### src/common/odcc_pkg.sv
package odcc_pkg;
   // Command opcodes
   localparam logic [7:0] CMD_REF_CURRENT = 8'h82;
   localparam logic [7:0] CMD_REMAP       = 8'hA0;
   localparam logic [7:0] CMD_PAD_LAYOUT  = 8'hA2;
   localparam logic [7:0] CMD_ALL_ON      = 8'hA4;
   localparam logic [7:0] CMD_INVERT      = 8'hA6;
   localparam logic [7:0] CMD_MUX         = 8'hA8;
   localparam logic [7:0] CMD_DCDC        = 8'hAD;
   localparam logic [7:0] CMD_DISPLAY     = 8'hAE;
   localparam logic [7:0] DCDC_PARAM      = 8'h8A;
   // Masks that drop the low select bit
   localparam logic [7:0] MASK_LOW_BIT    = 8'hFE;
   // Parameter byte field positions
   localparam int TRIM_EN_BIT  = 7;
   localparam int REF_SRC_BIT  = 2;
   localparam int RES_CODE_HI  = 1;
   localparam int MUX_HI       = 5;
   localparam int PAD_DIR_BIT  = 6;
   localparam int PAD_STEP_HI  = 5;
   localparam int PAD_STEP_LO  = 2;
   // Reset values
   localparam logic       TRIM_EN_RST  = 1'b0;
   localparam logic       REF_SRC_RST  = 1'b0;
   localparam logic [1:0] RES_CODE_RST = 2'h0;
   localparam logic [5:0] MUX_RST      = 6'h3F;
   localparam logic       DCDC_RST     = 1'b1;
   localparam logic [6:0] COL_RST      = 7'h00;
   localparam logic [3:0] STEP_ALL     = 4'hF;
   // Resistor values in kilohm per code
   localparam logic [9:0] RES_K0 = 10'd510;
   localparam logic [9:0] RES_K1 = 10'd310;
   localparam logic [9:0] RES_K2 = 10'd220;
   localparam logic [9:0] RES_K3 = 10'd180;
   localparam logic [3:0] STEP_PCT = 4'h3;
   // Decoder states
   typedef enum logic [1:0] {
      ODCC_IDLE = 2'b00,
      ODCC_REF  = 2'b01,
      ODCC_MUX  = 2'b11,
      ODCC_DCDC = 2'b10
   } odcc_state_t;
endpackage : odcc_pkg

### src/common/odcc_trim_if.sv
`timescale 1ns/10ps
interface odcc_trim_if;
   logic       trimOn;
   logic [4:0] padCode;
   logic       down;
   logic [5:0] pct;
   modport ctrl (output trimOn, output padCode, input down, input pct);
   modport calc (input trimOn, input padCode, output down, output pct);
endinterface : odcc_trim_if

### src/odcc_config.sv
// Operation
// - 82H opens two-byte command: bit7 trim enable, bit2 source, bits1:0 code
// - Source bit low selects external resistor, high internal
// - Resistor code 00=510k, 01=310k, 10=220k, 11=180k
// - Trim enable low keeps pad trimming off, high enables it
// - Pad D6 direction, D5..D2 steps of 3%, down all-ones gives 0%
// - Parallel host interface forces trimming off
// - A0H/A1H set column reverse from bit 0
// - Column address advances by one after each data access
// - A2H/A3H set segment pad layout from bit 0
// - A4H/A5H force all pixels on, RAM untouched
// - Force-all-on overrides normal/reverse display
// - A6H/A7H inversion bit, RAM never rewritten
// - A8H then bits5:0 give multiplex N+1, 64 at reset
// - ADH then 8AH/8BH, bit 0 is converter enable
// - Converter enable high starts converter when display on
// - Display off sleeps; on uses converter or external supply
// - AEH/AFH display switch, off at reset, off means power save

`timescale 1ns/10ps
module odcc_config (
   // Clock and reset
   input  wire logic       mclk,
   input  wire logic       resetn,
   // Host byte stream, same clock domain, plus the parallelHost strap pin that is synchronised
   input  wire logic       byteValid,
   input  wire logic [7:0] byteData,
   input  wire logic       dataSel,
   input  wire logic       dataAccess,
   input  wire logic       parallelHost,
   // Data pads used for trimming
   input  wire logic [4:0] trimPads,
   // Configuration outputs
   output logic            refCurrentInternal,
   output logic [1:0]      resistorCode,
   output logic [9:0]      resistorKohm,
   output logic            trimActive,
   output logic            trimDown,
   output logic [5:0]      trimPercent,
   output logic            columnReverse,
   output logic            padsEvenRight,
   output logic            forceAllOn,
   output logic            invertDisplay,
   output logic [6:0]      muxRatio,
   output logic            converterEnable,
   output logic            displayOn,
   output logic            sleepMode,
   output logic            converterRun,
   output logic            externalSupply,
   output logic            pixelForceOn,
   output logic            pixelInvert,
   output logic [6:0]      columnAddr
);
   // Pin inputs pass two flops before use
   logic [4:0] padMeta;
   logic [4:0] padSync;
   logic       parMeta;
   logic       parSync;

   // Configuration state and next values
   odcc_pkg::odcc_state_t state;
   odcc_pkg::odcc_state_t next_state;
   logic       trimEn;
   logic       next_trimEn;
   logic       next_refCurrentInternal;
   logic [1:0] next_resistorCode;
   logic       next_columnReverse;
   logic       next_padsEvenRight;
   logic       next_forceAllOn;
   logic       next_invertDisplay;
   logic [5:0] muxN;
   logic [5:0] next_muxN;
   logic       next_converterEnable;
   logic       next_displayOn;
   logic [6:0] next_columnAddr;
   logic [9:0] next_resistorKohm;
   logic       next_trimActive;
   logic       next_trimDown;
   logic [5:0] next_trimPercent;
   logic       cmdByte;

   // Derived mode next values
   logic [6:0] next_muxRatio;
   logic       next_sleepMode;
   logic       next_converterRun;
   logic       next_externalSupply;
   logic       next_pixelForceOn;
   logic       next_pixelInvert;

   // Link to the pad trim calculator
   odcc_trim_if trim ();

   // Pad code to signed percent, purely combinational
   odcc_trim_calc u_trim (
      .t (trim.calc)
   );

   // Pad synchroniser; pads move freely against mclk
   always_ff @(posedge mclk or negedge resetn) begin
      if (!resetn) begin
         padMeta <= 5'h00;
         padSync <= 5'h00;
      end else begin
         padMeta <= trimPads;
         padSync <= padMeta;
      end
   end

   // Host-mode strap synchroniser; the strap is a pin like the pads
   always_ff @(posedge mclk or negedge resetn) begin
      if (!resetn) begin
         parMeta <= 1'b0;
         parSync <= 1'b0;
      end else begin
         parMeta <= parallelHost;
         parSync <= parMeta;
      end
   end

   // Data bytes belong to the RAM path and never reach the decoder
   assign cmdByte = byteValid && !dataSel;

   // Command decoder and setting updates
   always_comb begin
      next_state              = state;
      next_trimEn             = trimEn;
      next_refCurrentInternal = refCurrentInternal;
      next_resistorCode       = resistorCode;
      next_columnReverse      = columnReverse;
      next_padsEvenRight      = padsEvenRight;
      next_forceAllOn         = forceAllOn;
      next_invertDisplay      = invertDisplay;
      next_muxN               = muxN;
      next_converterEnable    = converterEnable;
      next_displayOn          = displayOn;
      if (cmdByte) begin
         case (state)
            odcc_pkg::ODCC_REF: begin
               next_trimEn             = byteData[odcc_pkg::TRIM_EN_BIT];
               next_refCurrentInternal = byteData[odcc_pkg::REF_SRC_BIT];
               next_resistorCode       = byteData[odcc_pkg::RES_CODE_HI:0];
               next_state              = odcc_pkg::ODCC_IDLE;
            end
            odcc_pkg::ODCC_MUX: begin
               next_muxN  = byteData[odcc_pkg::MUX_HI:0];
               next_state = odcc_pkg::ODCC_IDLE;
            end
            odcc_pkg::ODCC_DCDC: begin
               // Only 8AH/8BH are meaningful; other bytes are dropped
               if ((byteData & odcc_pkg::MASK_LOW_BIT) == odcc_pkg::DCDC_PARAM) begin
                  next_converterEnable = byteData[0];
               end
               next_state = odcc_pkg::ODCC_IDLE;
            end
            default: begin
               if (byteData == odcc_pkg::CMD_REF_CURRENT) begin
                  next_state = odcc_pkg::ODCC_REF;
               end else if (byteData == odcc_pkg::CMD_MUX) begin
                  next_state = odcc_pkg::ODCC_MUX;
               end else if (byteData == odcc_pkg::CMD_DCDC) begin
                  next_state = odcc_pkg::ODCC_DCDC;
               end else if ((byteData & odcc_pkg::MASK_LOW_BIT) == odcc_pkg::CMD_REMAP) begin
                  next_columnReverse = byteData[0];
               end else if ((byteData & odcc_pkg::MASK_LOW_BIT) == odcc_pkg::CMD_PAD_LAYOUT) begin
                  next_padsEvenRight = byteData[0];
               end else if ((byteData & odcc_pkg::MASK_LOW_BIT) == odcc_pkg::CMD_ALL_ON) begin
                  next_forceAllOn = byteData[0];
               end else if ((byteData & odcc_pkg::MASK_LOW_BIT) == odcc_pkg::CMD_INVERT) begin
                  next_invertDisplay = byteData[0];
               end else if ((byteData & odcc_pkg::MASK_LOW_BIT) == odcc_pkg::CMD_DISPLAY) begin
                  next_displayOn = byteData[0];
               end
            end
         endcase
      end
   end

   // Decoder state; an opener parks here for exactly one command byte
   always_ff @(posedge mclk or negedge resetn) begin
      if (!resetn) begin
         state <= odcc_pkg::ODCC_IDLE;
      end else begin
         state <= next_state;
      end
   end

   // Command settings; reset loads the power-on defaults
   always_ff @(posedge mclk or negedge resetn) begin
      if (!resetn) begin
         trimEn             <= odcc_pkg::TRIM_EN_RST;
         refCurrentInternal <= odcc_pkg::REF_SRC_RST;
         resistorCode       <= odcc_pkg::RES_CODE_RST;
         columnReverse      <= 1'b0;
         padsEvenRight      <= 1'b0;
         forceAllOn         <= 1'b0;
         invertDisplay      <= 1'b0;
         muxN               <= odcc_pkg::MUX_RST;
         converterEnable    <= odcc_pkg::DCDC_RST;
         displayOn          <= 1'b0;
      end else begin
         trimEn             <= next_trimEn;
         refCurrentInternal <= next_refCurrentInternal;
         resistorCode       <= next_resistorCode;
         columnReverse      <= next_columnReverse;
         padsEvenRight      <= next_padsEvenRight;
         forceAllOn         <= next_forceAllOn;
         invertDisplay      <= next_invertDisplay;
         muxN               <= next_muxN;
         converterEnable    <= next_converterEnable;
         displayOn          <= next_displayOn;
      end
   end

   // Resistor lookup trails the stored code by one cycle
   always_comb begin
      case (resistorCode)
         2'h0:    next_resistorKohm = odcc_pkg::RES_K0;
         2'h1:    next_resistorKohm = odcc_pkg::RES_K1;
         2'h2:    next_resistorKohm = odcc_pkg::RES_K2;
         default: next_resistorKohm = odcc_pkg::RES_K3;
      endcase
   end

   // Registered so the kilohm output comes straight from a flop
   always_ff @(posedge mclk or negedge resetn) begin
      if (!resetn) begin
         resistorKohm <= odcc_pkg::RES_K0;
      end else begin
         resistorKohm <= next_resistorKohm;
      end
   end

   // Trim gate; the synced strap wins so a parallel host never trims
   always_comb begin
      next_trimActive  = trimEn && !parSync;
      next_trimDown    = trim.down;
      next_trimPercent = trim.pct;
   end

   // Calculator sees the gated enable and the synced pads
   assign trim.trimOn  = trimActive;
   assign trim.padCode = padSync;

   // Trim outputs lag the gate by one cycle through the calculator
   always_ff @(posedge mclk or negedge resetn) begin
      if (!resetn) begin
         trimActive  <= 1'b0;
         trimDown    <= 1'b0;
         trimPercent <= 6'h00;
      end else begin
         trimActive  <= next_trimActive;
         trimDown    <= next_trimDown;
         trimPercent <= next_trimPercent;
      end
   end

   // Derived modes follow the settings being stored, same cycle
   always_comb begin
      next_muxRatio       = 7'({1'b0, next_muxN} + 7'h01);
      next_sleepMode      = !next_displayOn;
      next_converterRun   = next_displayOn && next_converterEnable;
      next_externalSupply = next_displayOn && !next_converterEnable;
      next_pixelForceOn   = next_forceAllOn;
      next_pixelInvert    = next_invertDisplay && !next_forceAllOn;
   end

   // Derived mode registers; display off at reset means sleep
   always_ff @(posedge mclk or negedge resetn) begin
      if (!resetn) begin
         muxRatio       <= 7'h40;
         sleepMode      <= 1'b1;
         converterRun   <= 1'b0;
         externalSupply <= 1'b0;
         pixelForceOn   <= 1'b0;
         pixelInvert    <= 1'b0;
      end else begin
         muxRatio       <= next_muxRatio;
         sleepMode      <= next_sleepMode;
         converterRun   <= next_converterRun;
         externalSupply <= next_externalSupply;
         pixelForceOn   <= next_pixelForceOn;
         pixelInvert    <= next_pixelInvert;
      end
   end

   // Column pointer wraps at 127; no load command lives in this block
   always_comb begin
      next_columnAddr = columnAddr;
      if (dataAccess) begin
         next_columnAddr = 7'(columnAddr + 7'h01);
      end
   end

   // Column pointer register
   always_ff @(posedge mclk or negedge resetn) begin
      if (!resetn) begin
         columnAddr <= odcc_pkg::COL_RST;
      end else begin
         columnAddr <= next_columnAddr;
      end
   end
endmodule : odcc_config

### src/odcc_trim_calc.sv
`timescale 1ns/10ps
// Turns pad code into signed percent trim; pure combinational
module odcc_trim_calc (
   // Trim link
   odcc_trim_if.calc t
);
   logic [3:0] step;
   logic [5:0] mag;

   // Step magnitude, all-ones down code maps to zero
   always_comb begin
      step = t.padCode[3:0];
      mag  = 6'(step) * 6'(odcc_pkg::STEP_PCT);
      if (!t.trimOn) begin
         t.down = 1'b0;
         t.pct  = 6'h00;
      end else if (t.padCode[4] && step == odcc_pkg::STEP_ALL) begin
         t.down = 1'b0;
         t.pct  = 6'h00;
      end else begin
         t.down = t.padCode[4];
         t.pct  = mag;
      end
   end
endmodule : odcc_trim_calc

### config.mk
export PLATFORM = sky130hd
export DESIGN_NAME = odcc_config
export DESIGN_NICKNAME = d
export VERILOG_FILES = /design/src/common/odcc_pkg.sv /design/src/common/odcc_trim_if.sv /design/src/odcc_config.sv /design/src/odcc_trim_calc.sv
export SDC_FILE = /design/constraint.sdc
export NUM_CORES = 1
export LEC_CHECK = 0
export BUFFER_PORTS_ARGS = -buffer_cell sky130_fd_sc_hd__buf_4
export CAP_MARGIN = 20
export CELL_PAD_IN_SITES_DETAIL_PLACEMENT = 2
export CELL_PAD_IN_SITES_GLOBAL_PLACEMENT = 2
export CORE_UTILIZATION = 34
export DETAILED_ROUTE_END_ITERATION = 10
export HOLD_SLACK_MARGIN = 0.1
export PLACE_DENSITY = 0.84
export SETUP_SLACK_MARGIN = 0.2
export SYNTH_ARGS = -nofsm -noshare
export SYNTH_HDL_FRONTEND = slang
export SYNTH_SLANG_ARGS = --single-unit
### constraint.sdc
create_clock -name mclk -period 1.9 [get_ports mclk]
set_clock_uncertainty 0.05 [all_clocks]
set_input_delay 0.19 -clock mclk [delete_from_list [all_inputs] [get_ports mclk]]
set_output_delay 0.19 -clock mclk [all_outputs]
set_load 0.05 [all_outputs]
-- Word-level counts from Yosys, hierarchy flattened
Index checks and enable logic that the tools add are counted.
- register bits after elaboration: 65
- input bits: 19
- output and inout bits: 46
- logic and storage cells: 107
- add/sub/neg operators: 2
- equality and inequality tests: 15
- $mul: 1
- multiplexer cells: 41
- bitwise logic cells: 5
- reduce and logical (&&, ||, !) cells: 18
- operator list (cell ; number):
    $eq 7x7->1 const B ; 6
    $mux 1 ; 32
    $pmux 9 s3 ; 1
    $eq 8x8->1 const B ; 3
    $mux 6 ; 4
    $mux 2 ; 4
    $add 6x1->7 const B ; 1
    $add 7x1->7 const B ; 1
    $reduce_and 7->1 ; 1
    $eq 2x2->1 const B ; 3
    $logic_and 1x1->1 ; 6
    $mul 4x2->6 const B ; 1
    $reduce_and 6->1 ; 1
    $logic_not 1->1 ; 5
    $not 1->1 ; 5
    $eq 2x1->1 const B ; 2
    $eq 4x4->1 const B ; 1
    $reduce_and 2->1 ; 2
    $reduce_bool 4->1 ; 1
    $reduce_or 3->1 ; 1
    $logic_not 2->1 ; 1

-- Logic depth before layout (Yosys ltp)
Gate-level depths: netlist of run 1.
- word-level depth: 12
- mapped depth: 7
- mapped depth without buffers: 6

-- Hierarchy
Synthesis of run 1 repeated with hierarchy kept, for this count alone.
- cells, all modules: 197
- area, all modules: 2471.1 µm²
- by module, submodules not included (module ; times used ; sequential area each (µm²) ; area an instance (µm²) ; cells an instance):
    odcc_config ; 1 ; 1517.7 ; 2275.9 ; 171
    odcc_trim_calc ; 1 ; 0.0 ; 195.2 ; 26

-- Worst setup path after synthesis of run 1
OpenSTA, ideal clock, no wires.
- path type: reg-to-reg
- start point: register state[0]
- end point: register muxRatio[4]
- arrival time: 1415 ps
- period minus slack after synthesis: 1593 ps
- required time: 1722 ps
- buffers on the path: 1
- stages on the path, launching flop included: 7
- path slack: 307 ps
- library setup time: 128 ps
- cell sequence: dfrtp_1 -> nand4b_1 -> buf_6 -> o21ai_0 -> ha_1 -> o21ai_0 -> xnor2_1
- longest elaborated chain between the ends: 4
- RTL lines (element ; RTL line ; RTL):
    start, declared ; odcc_config.sv:61 ; odcc_pkg::odcc_state_t state;
    start signal, assigned ; odcc_config.sv:181 ; state <= odcc_pkg::ODCC_IDLE;
    start signal, assigned ; odcc_config.sv:183 ; state <= next_state;
    $eq 2x2->1 ; odcc_config.sv:137 ; case (state)
    $mux 6 ; odcc_config.sv:137 ;
    $mux 6 ; odcc_config.sv:136 ; if (cmdByte) begin
    net next_muxN[1] ; odcc_config.sv:72 ; logic [5:0] next_muxN;
    $add 6x1->7 ; odcc_config.sv:259 ; next_muxRatio = 7'({1'b0, next_muxN} + 7'h01);
    net next_muxRatio[4] ; odcc_config.sv:83 ; logic [6:0] next_muxRatio;
    end signal, assigned ; odcc_config.sv:277 ; muxRatio <= next_muxRatio;
    end, declared ; odcc_config.sv:44 ; output logic [6:0] muxRatio,
The timed path passes the listed nets, and every way through them passes these cells.
A chain may end at the register's enable or synchronous reset.

-- Worst setup path in the final report of run 1
- start point: register state[0]
- end point: register muxRatio[3]
Same word-level chain as after synthesis.

==> metrics, run 1 <==
status finished clean; Slew Viols, Final 0; Antenna diodes 0; Synth Instances 194; hold_sp byteData[2]; GPL Wtd Cong 0.802; Post-DP HPWL 4.34 mm; Seq/Total Area, Yosys 61.3%; max_slew headroom 50.2%; most common cell after layout, fill and taps aside buf_4; vias in the first global route 1914; ANT nets after route 0; Remaining Overflow, GRT 0; htree depth 3; initial core utilization 35.9%; pwr/cell area 1050 mW/mm^2; commonest cells after routing, fill and taps aside buf_4 (66), dfrtp_1 (46), nand2_1 (15); sw frac 34.3%; crit path DAT 1.82 ns; power share of the sequential group 42.8%; Port Buffers 60; r2r setup slk 0.26 ns; Yosys cell types 41; Switch Pwr 1.21 mW; DIE WIDTH 87.3 um; Worst Hold Depth 2; CTS tree done; top cells by area, synth dfrtp_1 (47%), dfstp_2 (14%), ha_1 (3.5%), mux2_2 (2.7%), xor2_1 (2.5%); final hold violations 0; I/O Pins 65; worst vdd ir 0.000706 V; WL final 6.67 mm; Gate power share 24.1%; first-pass GRT wire length 10.3 mm; fin util 48.9%; CP max FO 8; Core ar. 0.00691 mm^2; FF-to-FF Start state[0]; count of flip-flops with a built-in enable after synthesis 0; DR DRC count 0; DP Worst Slack 0.0119 ns; routed len/inst 17.8 um; Clk network pwr share 33.2%; DR vias/cell 4.75; CTS Sinks 60; ys async rst share 100%; endpoint type of the worst setup path flop; Max Fclk 608 MHz; Leakage Power 1.65 nW; share of the synthesized area in the top cell type 47.5%; Skew-Pair Late Insertion Delay 0.34 ns; Syn-to-layout area delta 36.4%; CTS Buf Count 9; synthesized area per cell 12.8 um^2; clk slew on worst S/H paths 0.07 ns; Root Buffer clkbuf_8; Internal 2.32 mW; HP Class input port to flop; Hold Path Sink refCurrentInternal; Yosys Warn Count 0; synthesized cell area 0.00248 mm^2; Final WS setup 0.255 ns; reg2reg end muxRatio[3]; pin count of the biggest net entering global routing 61; layout cells sized above 1 41.4%; fin crit share 86.6%; Core Rows 30; die height 87.3 um; largest area contributor in the netlist dfrtp_1; Worst Setup Start Kind flop; WS Path Type flop to flop; RSZ-0062 raised after global routing true; initial antenna violation count 0; DRT iter0 DRCs 64; die area 0.00763 mm^2; total negative slack 0 ns; All-Layer GR Usage 18.5%; #FFs+latches synth 60; vias 1778; drt pass-1 iters 4; CP Data Required Time 2.08 ns; CTS Buffer Depth 2; final setup violation count 0; Main synth FF type dfrtp_1; number of max-cap violations 0; path depth of the worst reg2reg path 5; Final nets 300; Tmin final 1.64 ns; Worst-Margin Slew 0.748 ns
==> worst max-delay path, stage by stage, from the launching register on <==
cell	delay, ns
dfrtp_2	0.46
nand4b_1	0.13
buf_4	0.18
buf_6	0.16
mux2_2	0.37
xor2_1	0.17
==> what timing repair did <==
item / CTS / global route
resized for setup: 1 / 12
hold buffers: 11 / 0
endpoints found under the setup margin: 6 / 9
setup buffers: 2 / 4
hold endpoints to repair: 60 / 0
pin swaps: 2 / 2
==> logic make-up (layout without fill, tap and decap cells) <==
kind of cell / count (synthesis) / in the layout / synth area share (%)
AOI/OAI and AO/OA: 19 / 19 / 4.65
xor gates and xnor gates: 13 / 13 / 4.60
adders and majority gates: 8 / 8 / 4.35
buffers and inverters: 21 / 103 / 5.00
DFF: 60 / 60 / 61.3
muxes: 12 / 12 / 5.51
other: 2 / 4 / 0.303
and+or+nand+nor: 59 / 59 / 14.3
==> how the worst max path moves through the flow <==
| stage | startpoint | end | slack, ns | cells after the start |
|---|---|---|---|---|
| floorplan | state[0] | muxRatio[4] | 0.31 | 6 |
| global placement | state[0] | muxRatio[4] | 0.18 | 5 |
| detailed placement | state[0] | muxRatio[6] | 0.01 | 5 |
| CTS | state[0] | muxRatio[6] | 0.22 | 7 |
| global route | state[1] | muxRatio[4] | 0.15 | 7 |
| finish | state[0] | muxRatio[3] | 0.26 | 5 |
==> per-stage QoR <==
stage	hold slack, ns	instances	area, um^2	total power [mW]
2_1_floorplan	-0.156	196	2480	2.07
3_3_place_gp	0.249	341	2970	2.32
3_5_place_dp	0.251	341	2970	2.37
4_1_cts	0.138	370	3300	3.57
5_1_grt	0.147	374	3380	3.70
6_report	0.149	374	3380	3.53
==> power groups by stage <==
stage               sequential, mW  combinational [mW]  clock [mW]
finish                        1.51               0.850        1.17
global route                  1.53               0.902        1.27
CTS                           1.52               0.851        1.20
detailed placement            1.54               0.828           0
global placement              1.52               0.801           0
floorplan                     1.85               0.217           0
==> cell usage after synthesis (2+ instances only) <==
cell type and number:
dfrtp_1 47, nand2_1 15, dfstp_2 13, nor2_1 10, inv_1 9, o21ai_0 8, buf_4 7, ha_1 7
nand4_1 7, xor2_1 7, and3_1 6, mux2_2 6, xnor2_1 6, mux2i_1 4, nand3_1 4, nor2b_1 4
a21oi_1 3, o31ai_1 3, and2_1 2, buf_2 2, buf_6 2, conb_1 2, nor3_1 2
==> metal layers <==
layer | part of all wire [%] | track usage [%] | vias to the layer above
met1 | 41 | 21.8 | 910
met4 | 0.97 | 6.26 | 0
met3 | 4.1 | 5.59 | 9
met5 | 0 | 0 | -
met2 | 54 | 32.0 | 54
li1 | - | - | 805
==> sequential cells by signal, indices dropped and copies added, names as in the netlist, 2 cells and up <==
| signal | cells |
|---|---|
| state | 2 |
| muxN | 6 |
| columnAddr | 7 |
| trimPercent | 6 |
| muxRatio | 7 |
| padSync | 5 |
| padMeta | 5 |
| resistorKohm | 4 |
| resistorCode | 2 |
==> layout make-up <==
| class | instances | area [um^2] |
|---|---|---|
| clock buffers | 11 | 141 |
| fillers | 705 | 3530 |
| multi-input cells | 115 | 886 |
| flip-flops and latches | 60 | 1520 |
| repair buffers | 78 | 617 |
| well taps | 96 | 120 |
| inverters | 9 | 33.8 |
| clock inverters | 5 | 60.1 |
(Power assumes the default switching activity.)
==> run 2, diff against run 1 <==
--- a/config.mk
+++ b/config.mk
@@ -7,5 +7,5 @@
 export LEC_CHECK = 0
 export BUFFER_PORTS_ARGS = -buffer_cell sky130_fd_sc_hd__buf_4
-export CAP_MARGIN = 20
+export CAP_MARGIN = 30
 export CELL_PAD_IN_SITES_DETAIL_PLACEMENT = 2
 export CELL_PAD_IN_SITES_GLOBAL_PLACEMENT = 2
@@ -15,4 +15,5 @@
 export PLACE_DENSITY = 0.84
 export SETUP_SLACK_MARGIN = 0.2
+export SKIP_LAST_GASP = 1
 export SYNTH_ARGS = -nofsm -noshare
 export SYNTH_HDL_FRONTEND = slang
==> constraint.sdc (replaced) <==
create_clock -name mclk -period 1.9 [get_ports mclk]
set_clock_uncertainty 0.05 [all_clocks]
set_input_delay 0 -clock mclk [delete_from_list [all_inputs] [get_ports mclk]]
set_output_delay 0 -clock mclk [all_outputs]
set_load 0.05 [all_outputs]
==> run 2 against run 1 <==
Via count increased by 1.9%. Worst setup slack lost 0.10 ns. Critical path depth is 1 higher. Utilization increased by 0.98 points. Global-route usage increased by 0.21 points. Fmax decreased by 5.8%. Register-to-register slack worse by 0.10 ns. Critical path type unchanged. Critical endpoint is now muxRatio[5]. Largest cell class unchanged.
==> metrics, run 2 (synthesis gave the netlist of run 1 again) <==
CTS tree done; die area 0.00763 mm^2; total negative slack 0 ns; Port Buffers 60; pin count of the biggest net entering global routing 61; drt pass-1 iters 4; Tmin final 1.75 ns; Gate power share 23.4%; final setup violation count 0; Placed Area 0.00297 mm^2; most common cell after layout, fill and taps aside buf_4; crit-path max cell delay 0.47 ns; Root Buffer clkbuf_8; endpoint type of the worst setup path flop; Post-DP HPWL 4.22 mm; DP Worst Slack 0.0647 ns; fin crit share 91.9%; CP Data Required Time 2.07 ns; ANT nets after route 0; Clk network pwr share 35.1%; Final nets 308; initial antenna violation count 0; crit path DAT 1.92 ns; Syn-to-layout area delta 39.1%; GPL Wtd Cong 0.766; sw frac 33.4%; HP Class input port to async pin; crit-path cells nand4b_1 -> buf_4 -> buf_4 -> mux2i_1 -> o21ai_1 -> xnor2_1; r2r setup slk 0.15 ns; Worst Setup Start Kind flop; power share of the sequential group 41.4%; Most common cell on crit path buf_4; Design Area, Final 0.00344 mm^2; All-Layer GR Usage 18.7%; sequential cell area 0.00152 mm^2; top flop regs columnAddr (7), muxRatio (7); CTS Buffer Depth 2; Antenna diodes 0; total power 3.64 mW; Switch Pwr 1.21 mW; WS Path Type flop to flop; die height 87.3 um; # fillers 708; commonest cells after routing, fill and taps aside buf_4 (67), dfrtp_1 (45), dlygate4sd3_1 (18); WL final 6.74 mm; layout cells sized above 1 40.6%; CTS Sinks 60; clk slew on worst S/H paths 0.08 ns; Skew-Pair Late Insertion Delay 0.33 ns; worst vdd ir 0.000656 V; Worst-Margin Slew 0.746 ns; DR vias/cell 4.74; Slowest-stage cell, CP dfrtp_2; Internal 2.43 mW; Remaining Overflow, GRT 0; DR DRC count 0; Core Rows 30; initial core utilization 35.9%; status finished clean; number of max-cap violations 0; CTS Buf Count 9; max_slew headroom 50.3%; vias 1812; Max Fclk 573 MHz; Slew Viols, Final 0; first-pass GRT wire length 10.3 mm; fin util 49.9%; CP max FO 6; area of the multi-input gates 853 um^2; pwr/cell area 1060 mW/mm^2; Core ar. 0.00691 mm^2; DRT iter0 DRCs 58; I/O Pins 65; RSZ-0062 raised after global routing true; htree depth 3; Leakage Power 1.70 nW; DIE WIDTH 87.3 um; final hold violations 0; vias in the first global route 1920; Final WS setup 0.154 ns; routed len/inst 17.6 um
==> run 2: power groups by stage <==
stage | logic, mW | clock network, mW | registers, mW
5_1_grt | 0.902 | 1.35 | 1.52
2_1_floorplan | 0.217 | 0 | 1.85
6_report | 0.853 | 1.28 | 1.51
3_3_place_gp | 0.802 | 0 | 1.52
3_5_place_dp | 0.819 | 0 | 1.53
4_1_cts | 0.852 | 1.31 | 1.51
==> run 2: path summary, 6_finish.rpt <==
kind                              from           end  cells past startpoint
hold reg to reg             padMeta[0]    padSync[0]                      0
setup / recovery              state[0]   muxRatio[5]                      6
max in group asynchronous       resetn      state[0]                      2
hold / removal                  resetn  converterRun                      2
min in group mclk          trimPads[4]    padMeta[4]                      2
setup reg to reg              state[0]   muxRatio[5]                      6
==> run 2: area by class of cell <==
| cell class | instances | share of cell area (%) |
|---|---|---|
| inverters | 9 | 0.981 |
| well taps | 96 | 3.49 |
| repair buffers | 86 | 20.2 |
| clock buffers | 9 | 3.60 |
| clock inverters | 7 | 2.87 |
| flip-flops and latches | 60 | 44.1 |
| multi-input cells | 115 | 24.8 |
==> run 2: per-stage QoR <==
step                      instances  hold slack, ns
final                           382           0.233
after global routing            382           0.276
after CTS                       378           0.252
after detailed placement        341          0.0620
after global placement          341          0.0601
after floorplan                 196          -0.346
==> run 2: critical path: cells and delay by family, from the launching register on <==
| kind | cells | cell delay, ns |
|---|---|---|
| compound gates | 1 | 0.14 |
| flops | 1 | 0.47 |
| buf+inv | 2 | 0.31 |
| mux | 1 | 0.36 |
| xor+xnor | 1 | 0.15 |
| simple gates | 1 | 0.15 |
==> run 2: per-layer routing <==
| metal | GRT usage [%] | wire length [um] |
|---|---|---|
| met4 | 4.92 | 149 |
| met3 | 4.74 | 250 |
| met2 | 33.4 | 3630 |
| met5 | 0 | 0 |
| met1 | 22.3 | 2710 |
==> run 2: repair_timing <==
| action | CTS | global route |
|---|---|---|
| buffers inserted | 3 | 4 |
| hold buffers | 18 | 0 |
| pin swaps | 2 | 3 |
| setup endpoints to repair | 6 | 12 |
| resized for setup | 0 | 8 |
| hold endpoints to repair | 84 | 0 |
==> run 3, diff against run 2 <==
- ABC_AREA: default -> 1
- CORE_UTILIZATION: 34 -> 32
- HOLD_SLACK_MARGIN: 0.1 -> 0.08
==> run 3 against run 2 <==
Largest power group unchanged. Worst hold slack got worse by 0.13 ns. Sequential power barely moved. Critical endpoint is now muxRatio[4]. Largest cell class unchanged. Routed wire length is 8.9% higher. Final cell count grew 19%. Global-route usage rose by 0.21 points. Highest routed layer unchanged.
==> metrics, run 3 <==
initial antenna violation count 0; Core Rows 32; max_slew headroom 49.4%; status finished clean; Worst setup endpoint muxRatio[4]; Tmin final 1.60 ns; #FFs+latches synth 60; r2r setup slk 0.30 ns; fin crit share 84.3%; die height 91.1 um; endpoint type of the worst setup path flop; top flop regs columnAddr (7), muxRatio (7); final setup violation count 0; All-Layer GR Usage 18.9%; synthesized area per cell 9.78 um^2; Yosys Warn Count 0; pwr/cell area 1060 mW/mm^2; number of max-cap violations 0; Synth top cells by count nand2_1 (58), dfrtp_1 (47), inv_1 (38), nor2_1 (20), nand3_1 (17); Yosys cell types 26; CTS Buffer Depth 2; largest area contributor in the netlist dfrtp_1; most common cell in the netlist nand2_1; vias in the first global route 2344; DIE WIDTH 91.1 um; ANT nets after route 0; FF-to-FF Start state[0]; Max Fclk 625 MHz; reg2reg end muxRatio[4]; CP max FO 8; Leakage Power 1.81 nW; worst vdd ir 0.000355 V; vias 2038; Slew Viols, Final 0; die area 0.00831 mm^2; initial core utilization 33.1%; pin count of the biggest net entering global routing 61; Skew-Pair Late Insertion Delay 0.33 ns; crit path from state[0]; final hold violations 0; layout cells sized above 1 30.4%; CTS Sinks 60; WS Path Type flop to flop; Post-DP HPWL 4.74 mm; GPL Wtd Cong 0.806; clk slew on worst S/H paths 0.07 ns; DR vias/cell 4.49; synthesized cell area 0.00254 mm^2; hold_sp byteData[4]; CP Data Required Time 2.06 ns; HP Class input port to flop; Final nets 374; Port Buffers 60; Syn-to-layout area delta 38.2%; first-pass GRT wire length 12.0 mm; ys async rst share 100%; # fillers 835; CTS tree done; commonest cells after routing, fill and taps aside buf_4 (63), nand2_1 (58), dfrtp_1 (45); Antenna diodes 0; WL final 7.34 mm; total negative slack 0 ns; top cells by area, synth dfrtp_1 (46%), dfstp_2 (13%), nand2_1 (8.6%), inv_1 (5.6%), ha_1 (3.4%); share of the synthesized area in the top cell type 46.3%; htree depth 3; total power 3.72 mW; Worst Setup Start Kind flop; path depth of the worst reg2reg path 8; Core ar. 0.00769 mm^2; DRT iter0 DRCs 40; drt pass-1 iters 4; DR DRC count 0; Main synth FF type dfrtp_1; count of flip-flops with a built-in enable after synthesis 0; crit path DAT 1.76 ns; I/O Pins 65; most common cell after layout, fill and taps aside buf_4; Root Buffer clkbuf_8; Remaining Overflow, GRT 0; RSZ-0062 raised after global routing true; routed len/inst 16.2 um; Seq/Total Area, Yosys 59.7%; CTS Buf Count 9; Synth Instances 260; Worst-Margin Slew 0.759 ns
## run 3: timing repair
action | in CTS | in global routing
setup endpoints to repair | 0 | 5
setup buffers | 0 | 3
hold buffers | 20 | 0
resized for setup | 0 | 5
hold endpoints to repair | 79 | 0
## run 3: per-stage QoR
stage          worst slack (ns)  instance area, um^2  util, %  hold slack, ns  std cells
6_report                  0.299                 3510     45.7           0.107        454
3_5_place_dp              0.251                 3060     39.8          0.0654        415
5_1_grt                   0.164                 3510     45.7           0.155        454
4_1_cts                   0.204                 3470     45.2           0.106        451
3_3_place_gp              0.369                 3060     39.8          0.0605        415
2_1_floorplan             0.425                 2550        -          -0.346        262
## run 3: how the worst min path moves through the flow
stage / endpoint / slack, ns / depth (start not counted)
2_1_floorplan: columnAddr[0] / -0.35 / 0
3_3_place_gp: padMeta[2] / 0.06 / 1
3_5_place_dp: trimPercent[2] / 0.07 / 1
4_1_cts: state[0] / 0.11 / 6
5_1_grt: state[0] / 0.15 / 6
6_report: state[0] / 0.11 / 6
## run 3: cell type report
| type | instances | area (um^2) | share of cell area [%] |
|---|---|---|---|
| sequential | 60 | 1520 | 43.3 |
| multi-input combinational | 152 | 820 | 23.3 |
| timing repair buffer | 83 | 676 | 19.2 |
| inverter | 41 | 154 | 4.38 |
| clock buffer | 12 | 145 | 4.13 |
| tap | 102 | 128 | 3.63 |
| clock inverter | 4 | 72.6 | 2.06 |
## run 3: worst max-delay path, stage by stage, from the launching register on
cell	delay, ns
dfrtp_2	0.48
nand2_2	0.11
nand2_1	0.06
nand2_1	0.06
nand2_1	0.05
nand2_1	0.13
ha_1	0.22
nand3_1	0.14
xor2_1	0.17
## run 3: kinds of logic (layout without fill, tap and decap cells)
kind of cell	count (synthesis)	count (layout)	share of synthesized area, %
buffers and inverters	50	140	8.86
AND/OR/NAND/NOR	112	112	19.4
XOR/XNOR	11	11	3.79
AO/OA/AOI/OAI	17	17	3.74
flip-flops	60	60	59.7
other	2	4	0.295
adder cells (fa/ha/maj)	8	8	4.23
## run 3: report_power, final
part / internal (mW) / switching, mW / total [mW]
Combinational: 0.292 / 0.634 / 0.926
Sequential: 1.42 / 0.106 / 1.52
Clock: 0.774 / 0.500 / 1.27
## run 3: per-layer routing
metal	GRT usage (%)	routed length, um	vias up
met3	4.36	242	15
met2	35.0	3890	57
li1	-	-	955
met1	21.4	3030	1011
met4	6.08	171	0
met5	0	0	-
